## config.mk

```make
export PLATFORM = sky130hd
export DESIGN_NAME = peripheral_clock_gate_ctrl
export DESIGN_NICKNAME = d
export VERILOG_FILES = /design/src/peripheral_clock_gate_pkg.sv /design/src/gate_link_if.sv /design/src/gate_stage.sv /design/src/peripheral_clock_gate_ctrl.sv
export VERILOG_INCLUDE_DIRS = /design/src
export SDC_FILE = /design/constraint.sdc
export NUM_CORES = 1
export LEC_CHECK = 0
export ABC_AREA = 1
export BUFFER_PORTS_ARGS = -buffer_cell sky130_fd_sc_hd__clkbuf_2
export CAP_MARGIN = 25
export CORE_UTILIZATION = 30
export CTS_BUF_LIST = sky130_fd_sc_hd__clkbuf_16
export DETAILED_ROUTE_END_ITERATION = 10
export GPL_TIMING_DRIVEN = 0
export PLACE_DENSITY = 0.7
export SLEW_MARGIN = 20
export SYNTH_ARGS = -nofsm -noshare
export SYNTH_HDL_FRONTEND = slang
export SYNTH_SLANG_ARGS = --single-unit
```

## constraint.sdc

```tcl
create_clock -name pclk -period 1.3 [get_ports pclk]
set_clock_uncertainty 0.05 [all_clocks]
set_input_delay 0.26 -clock pclk [delete_from_list [all_inputs] [get_ports pclk]]
set_output_delay 0.26 -clock pclk [all_outputs]
set_load 0.01 [all_outputs]
```

## src/peripheral_clock_gate_cfg.svh

```systemverilog
// constants for the peripheral clock gate controller
// What this block does
// Bits 15 to 11 of the gate register each stop one timer, timer five at bit 15 down to timer one at bit 11.
// Bit 9 stops the whole pulse-width generator when one and leaves it running when zero.
// Bit 7 stops the two-wire port, bit 4 the second and bit 3 the first synchronous serial port.
// Bit 6 stops the second and bit 5 the first asynchronous serial port.
// For every implemented gate bit, zero means the peripheral runs normally and one means it is disabled.
// Bit 0 stops the converter, bits 10, 8, 2 and 1 read zero, and implemented bits are read-write and reset to zero.
// A disabled peripheral has every clock to it stopped.
// While a peripheral is stopped its register writes have no effect and its reads are marked invalid.
// Setting or clearing a gate bit reaches the peripheral one instruction cycle later.
`ifndef PERIPHERAL_CLOCK_GATE_CFG_SVH
`define PERIPHERAL_CLOCK_GATE_CFG_SVH

`define PCG_GATE_OFFSET     12'h000
`define PCG_GATE_RESET      16'h0000
`define PCG_IMPL_MASK       16'hFAF9
`define PCG_TIMER_MSB       15
`define PCG_TIMER_LSB       11
`define PCG_PWM_BIT         9
`define PCG_TWO_WIRE_BIT    7
`define PCG_SERIAL_TWO_BIT  6
`define PCG_SERIAL_ONE_BIT  5
`define PCG_SYNC_TWO_BIT    4
`define PCG_SYNC_ONE_BIT    3
`define PCG_CONVERTER_BIT   0
`define PCG_LOW_LANE_MSB    7
`define PCG_HIGH_LANE_LSB   8
`define PCG_GATE_WIDTH      16
`define PCG_INSTR_CYCLE_NS  20
`define PCG_CLK_PERIOD_NS   20
`define PCG_DELAY_CYCLES    ((`PCG_INSTR_CYCLE_NS + `PCG_CLK_PERIOD_NS - 1) / `PCG_CLK_PERIOD_NS)

`endif

```

## src/peripheral_clock_gate_pkg.sv

```systemverilog
// types shared by the peripheral clock gate controller
package peripheral_clock_gate_pkg;
	typedef logic [15:0] gate_word_t;
endpackage : peripheral_clock_gate_pkg

```

## src/gate_link_if.sv

```systemverilog
// carrier between gate register and the clock enable stage
`timescale 1ns/1ps
`default_nettype none
interface gate_link_if;
	peripheral_clock_gate_pkg::gate_word_t gate;
	peripheral_clock_gate_pkg::gate_word_t clk_en;
	peripheral_clock_gate_pkg::gate_word_t wr_req;
	peripheral_clock_gate_pkg::gate_word_t wr_allow;
	modport ctrl (output gate, output wr_req, input clk_en, input wr_allow);
	modport stage (input gate, input wr_req, output clk_en, output wr_allow);
endinterface : gate_link_if
`default_nettype wire

```

## src/gate_stage.sv

```systemverilog
// delayed per-peripheral clock enable stage
`timescale 1ns/1ps
`default_nettype none
`include "peripheral_clock_gate_cfg.svh"
module gate_stage (
	input  wire logic   pclk,
	input  wire logic   presetn,
	gate_link_if.stage  link
);
	localparam peripheral_clock_gate_pkg::gate_word_t MASK = `PCG_IMPL_MASK;

	// a net, so each bit may be driven by its own generate branch
	wire peripheral_clock_gate_pkg::gate_word_t en_q;

	// one flop per implemented bit gives the single instruction-cycle lag
	genvar i;
	generate
		for (i = 0; i < `PCG_GATE_WIDTH; i = i + 1) begin : g_bit
			if (MASK[i]) begin : g_impl
				logic run_q;
				always_ff @(posedge pclk or negedge presetn) begin
					if (!presetn) begin
						run_q <= 1'b1;
					end else begin
						run_q <= ~link.gate[i];
					end
				end
				assign en_q[i] = run_q;
			end else begin : g_none
				assign en_q[i] = 1'b0;
			end
		end
	endgenerate

	assign link.clk_en   = en_q;
	assign link.wr_allow = link.wr_req & en_q;

	one_cycle_a: assert property (@(posedge pclk) disable iff (!presetn)
		$changed(link.gate) |=> link.clk_en == (~$past(link.gate) & MASK))
		else $error("gate change not applied one cycle later");
	no_clock_a: assert property (@(posedge pclk) disable iff (!presetn)
		link.gate[`PCG_CONVERTER_BIT] [*2] |-> !link.clk_en[`PCG_CONVERTER_BIT])
		else $error("stopped converter still clocked");
	blocked_write_a: assert property (@(posedge pclk) disable iff (!presetn)
		(link.wr_allow & ~link.clk_en) == 16'h0000)
		else $error("write passed to a stopped peripheral");
endmodule : gate_stage
`default_nettype wire

```

## src/peripheral_clock_gate_ctrl.sv

```systemverilog
// apb gate register and peripheral clock enables
//
// Our own choices: register access over APB and the placing of the registers.
`timescale 1ns/1ps
`default_nettype none
`include "peripheral_clock_gate_cfg.svh"
module peripheral_clock_gate_ctrl #(
	parameter int ADDR_WIDTH = 12
) (
	input  wire logic [ADDR_WIDTH-1:0] paddr,
	input  wire logic                  pclk,
	input  wire logic                  presetn,
	input  wire logic                  psel,
	input  wire logic                  penable,
	input  wire logic                  pwrite,
	input  wire logic [31:0]           pwdata,
	input  wire logic [3:0]            pstrb,
	output logic      [31:0]           prdata,
	output logic                       pready,
	output logic                       pslverr,
	input  wire logic [15:0]           periph_wr_req,
	output logic      [15:0]           periph_wr_allow,
	output logic      [15:0]           periph_rd_valid,
	output logic      [15:0]           periph_clk_en
);
	localparam peripheral_clock_gate_pkg::gate_word_t MASK = `PCG_IMPL_MASK;
	localparam logic [ADDR_WIDTH-1:0] GATE_ADDR = ADDR_WIDTH'(`PCG_GATE_OFFSET);

	gate_link_if link ();

	peripheral_clock_gate_pkg::gate_word_t gate;
	peripheral_clock_gate_pkg::gate_word_t next_gate;
	logic [31:0]                           next_prdata;

	wire hit       = (paddr == GATE_ADDR);
	wire setup     = psel && !penable;
	wire wr_take   = psel && penable && pwrite && hit;
	wire [15:0] lane_mask = {{8{pstrb[1]}}, {8{pstrb[0]}}};
	wire serial_port_one_off = gate[`PCG_SERIAL_ONE_BIT];
	wire converter_off       = gate[`PCG_CONVERTER_BIT];

	// only implemented bits can ever hold a one
	assign next_gate   = wr_take ? (((pwdata[15:0] & lane_mask) | (gate & ~lane_mask)) & MASK) : gate;
	assign next_prdata = (setup && !pwrite && hit) ? {16'h0000, gate} : 32'h0000_0000;

	always_ff @(posedge pclk or negedge presetn) begin
		if (!presetn) begin
			gate <= `PCG_GATE_RESET;
		end else begin
			gate <= next_gate;
		end
	end

	// read data staged in setup so the access phase needs no wait
	always_ff @(posedge pclk or negedge presetn) begin
		if (!presetn) begin
			prdata  <= 32'h0000_0000;
			pslverr <= 1'b0;
		end else if (setup) begin
			prdata  <= next_prdata;
			pslverr <= !hit;
		end
	end

	assign pready          = 1'b1;
	assign link.gate       = gate;
	assign link.wr_req     = periph_wr_req;
	assign periph_clk_en   = link.clk_en;
	assign periph_wr_allow = link.wr_allow;
	assign periph_rd_valid = link.clk_en;

	gate_stage u_stage (
		.pclk    (pclk),
		.presetn (presetn),
		.link    (link)
	);

	timer_gate_a: assert property (@(posedge pclk) disable iff (!presetn)
		$rose(gate[`PCG_TIMER_LSB]) |-> periph_clk_en[`PCG_TIMER_LSB] ##1 !periph_clk_en[`PCG_TIMER_LSB])
		else $error("timer one not stopped");
	timer_five_a: assert property (@(posedge pclk) disable iff (!presetn)
		gate[`PCG_TIMER_MSB:`PCG_TIMER_LSB] == 5'h1F [*2] |-> periph_clk_en[`PCG_TIMER_MSB:`PCG_TIMER_LSB] == 5'h00)
		else $error("timers still clocked");
	pwm_gate_a: assert property (@(posedge pclk) disable iff (!presetn)
		$fell(gate[`PCG_PWM_BIT]) |-> !periph_clk_en[`PCG_PWM_BIT] ##1 periph_clk_en[`PCG_PWM_BIT])
		else $error("pulse generator not restarted");
	sync_gate_a: assert property (@(posedge pclk) disable iff (!presetn)
		$rose(gate[`PCG_TWO_WIRE_BIT]) || $rose(gate[`PCG_SYNC_TWO_BIT]) || $rose(gate[`PCG_SYNC_ONE_BIT])
		|=> ((periph_clk_en & gate & 16'h0098) == 16'h0000))
		else $error("two-wire or sync port not stopped");
	uart_gate_a: assert property (@(posedge pclk) disable iff (!presetn)
		$rose(gate[`PCG_SERIAL_TWO_BIT]) |=> !periph_clk_en[`PCG_SERIAL_TWO_BIT] && $stable(gate[`PCG_SERIAL_ONE_BIT])
		|| periph_clk_en[`PCG_SERIAL_ONE_BIT] != gate[`PCG_SERIAL_ONE_BIT] || !periph_clk_en[`PCG_SERIAL_TWO_BIT])
		else $error("second serial port not stopped");
	polarity_a: assert property (@(posedge pclk) disable iff (!presetn)
		$stable(gate) |=> $stable(gate) |-> periph_clk_en == (~gate & MASK))
		else $error("enable not the inverse of gate");
	unimpl_zero_a: assert property (@(posedge pclk) disable iff (!presetn)
		psel && penable && !pwrite |-> (prdata & ~{16'h0000, MASK}) == 32'h0000_0000)
		else $error("unimplemented bits read nonzero");
	write_take_a: assert property (@(posedge pclk) disable iff (!presetn)
		psel && penable && pwrite && hit && pstrb == 4'hF |=> gate == ($past(pwdata[15:0]) & MASK))
		else $error("full write not stored");
	serial_one_a: assert property (@(posedge pclk) disable iff (!presetn)
		$rose(serial_port_one_off) |=> !periph_clk_en[`PCG_SERIAL_ONE_BIT])
		else $error("first serial port not stopped");
	converter_a: assert property (@(posedge pclk) disable iff (!presetn)
		$fell(converter_off) |=> periph_clk_en[`PCG_CONVERTER_BIT])
		else $error("converter not restarted");
endmodule : peripheral_clock_gate_ctrl
`default_nettype wire

```

==> impl_metrics.env <==
export IMPL_insertion_delay_ns=0.28
export IMPL_cp_end_kind="primary output"
export IMPL_worstPathBufferInverterCount=2
export IMPL_finalHoldViolations=0
export IMPL_final_area_um2=3050
export IMPL_final_util=0.484
export IMPL_yosys_mux_area_fraction=0
export IMPL_io_pins=151
export IMPL_maxSlewHeadroom=0.394
export IMPL_dpl_cell_area_um2=2620
export IMPL_synth_top_area_share=0.320
export IMPL_violations="setup timing"
export IMPL_start_util=0.310
export IMPL_critPathLaunchType="register"
export IMPL_vias_per_cell=3.89
export IMPL_finalSetupViolCount=36
export IMPL_rsz0062_at_grt="yes"
export IMPL_cts_tree="done"
export IMPL_most_common_layout_cells="nand2_1, clkbuf_2, buf_6, buf_4, conb_1"
export IMPL_cts_sinks=37
export IMPL_syn_area_per_cell_um2=8.46
export IMPL_critPathTopFamily="flip-flops"
export IMPL_use_met2=0.243
export IMPL_cp_max_fo=3
export IMPL_drtIter0Drc=36
export IMPL_routed_wl_mm=4.42
export IMPL_switching_share=0.227
export IMPL_layout_commonest_cell="nand2_1"
export IMPL_drive_gt1_frac=0.526
export IMPL_use_met1=0.133
export IMPL_crit_arrival_ns=1.04
export IMPL_cts_hold_buf=0
export IMPL_max_stage_delay_ns=0.55
export IMPL_synth_warnings=0
export IMPL_setup_slack_ns=-0.0529
export IMPL_path_class="reg -> out"
export IMPL_firstDrtPassIters=4
export IMPL_vias=1706
export IMPL_drv_cap=0
export IMPL_dieArea_um2=6840
export IMPL_crit_chain="nand2_1 > inv_1 > buf_2"
export IMPL_syn_area_um2=1950
export IMPL_coreArea_um2=6310
export IMPL_grt_pass1_wl_mm=6.48
export IMPL_startpoint="u_stage.g_bit[3].g_impl.run_q"
export IMPL_p_leak_uw=0.00178
export IMPL_cp_required_ns=0.99
export IMPL_slowest_stage="dfstp_2"
export IMPL_pre_cts_ws_ns=-0.0461
export IMPL_ant_nets=0
export IMPL_comb_power_share=0.120
export IMPL_p_sw_uw=589
export IMPL_ys_seq_elements=37
export IMPL_clock_path_buffers=2
export IMPL_grt_max_degree=38
export IMPL_ir_drop_uv=509
export IMPL_yosys_top_cells_area="dfrtp_1, buf_4, dfstp_2"
export IMPL_yosys_area_top_type="dfrtp_1"
export IMPL_period_needed_ns=1.35
export IMPL_clk_pin_slew_worst_paths_ns=0.05
export IMPL_first_global_vias=1506
export IMPL_place_hpwl_mm=3.18
export IMPL_rows=29
export IMPL_seqPwrFrac=0.447
export IMPL_grt_remaining_overflow=0
export IMPL_layout_nets=429
export IMPL_syn_to_final_growth_pct=56.3
export IMPL_clkPwrFrac=0.433
export IMPL_n_antenna_cell=0
export IMPL_grt_antenna_before_repair=0
export IMPL_worst_pin_slew_ns=0.910
export IMPL_synth_fa_ha_area_frac=0
export IMPL_grt_met3_usage=0.0363
export IMPL_synth_xor_xnor_area_share=0
export IMPL_drc=0
export IMPL_fmax_ghz=0.739
export IMPL_cts_buffers=5
export IMPL_holdWs_ns=0.0570
export IMPL_synth_compound_area_frac=0.00256
export IMPL_die_h_um=82.7
export IMPL_gp_congestion=0.675
export IMPL_period_share=1.04
export IMPL_portBuffers=91
export IMPL_track_usage=0.129
export IMPL_status="finished, violations left"
export IMPL_yosys_area_share_simple=0.228
export IMPL_power_density_nw_per_um2=852
export IMPL_p_int_uw=2010
export IMPL_final_max_slew_viol_count=0
export IMPL_cts_root_buffer="clkbuf_16"
export IMPL_synth_top_family_by_area="buffers and inverters"
export IMPL_gr_max_usage_layer="met2"
export IMPL_fin_setup_tns_ns=-1.24
export IMPL_cts_htree_levels=2
export IMPL_yosysSeqAreaShare=0.481
export IMPL_synth_cells=231
export IMPL_wl_per_cell_um=10.1
export IMPL_synthDistinctLibCells=19
export IMPL_hold_class="in -> async"
export IMPL_die_w_um=82.7
==> path summary, 6_finish.rpt <==
check	endpoint	slack, ns	cells past startpoint
setup / recovery	periph_wr_allow[3]	-0.05	3
setup reg to reg	prdata[15]	0.58	2
hold / removal	asynchronous set/reset pin	0.06	1
hold reg to reg	u_stage.g_bit[11].g_impl.run_q	0.36	1
min in group pclk	register	0.12	3
max in group asynchronous	prdata[3]	0.57	1
==> worst reg2reg max path: cells and delay by family, from the launching register on <==
kind          cells  cell delay, ns
flops             1            0.41
simple gates      2            0.15
==> area by class of cell <==
class	instances	area [µm²]
fillers	626	3260
flip-flops and latches	37	941
repair buffers	91	659
multi-input cells	138	592
plain buffers	60	526
clock buffers	5	125
inverters	27	101
well taps	77	96.3
clock inverters	3	13.8
==> cells in the mapped netlist <==
library cell and number:
nand4_1 2, nor2_4 1, dfrtp_1 25, dfstp_2 12, clkbuf_4 1, conb_1 2
and2_2 1, o21ai_0 1, nand2_1 76, nor2_2 2, buf_8 1, inv_1 27
and2_4 1, clkbuf_1 1, nand3_2 2, nand3_1 11, and3_1 1, buf_4 57
nor2_1 7
==> routing by layer <==
metal	part of all wire	vias to the layer above	wire length, µm
met5	0	-	0
met4	0.0095	0	42
met3	0.090	6	396
met2	0.55	85	2430
met1	0.35	763	1550
li1	-	852	-
==> timing repair <==
item / CTS / global route
pin swaps: 0 / 1
buffers inserted: 0 / 0
gates resized for setup: 43 / 48
endpoints found under the setup margin: 36 / 36
==> through the flow <==
stage / total power [µW] / cells
after floorplan: 1350 / 262
after global placement: 1460 / 430
after detailed placement: 1470 / 430
after CTS: 2600 / 438
after global routing: 2720 / 438
final: 2600 / 438
==> cells by family (layout without fill, tap and decap cells) <==
| group | after synthesis | in the layout |
|---|---|---|
| other | 2 | 33 |
| flip-flops | 37 | 37 |
| buffers and inverters | 87 | 186 |
| AO/OA/AOI/OAI | 1 | 1 |
| AND/OR/NAND/NOR | 104 | 104 |
==> power by group through the flow <==
stage | combinational (µW) | clock [µW] | sequential, µW
after global routing | 358 | 1200 | 1160
after global placement | 280 | 0 | 1180
final | 312 | 1130 | 1160
after CTS | 286 | 1150 | 1160
after detailed placement | 285 | 0 | 1180
after floorplan | 166 | 0 | 1180
(Power assumes the default switching activity.)
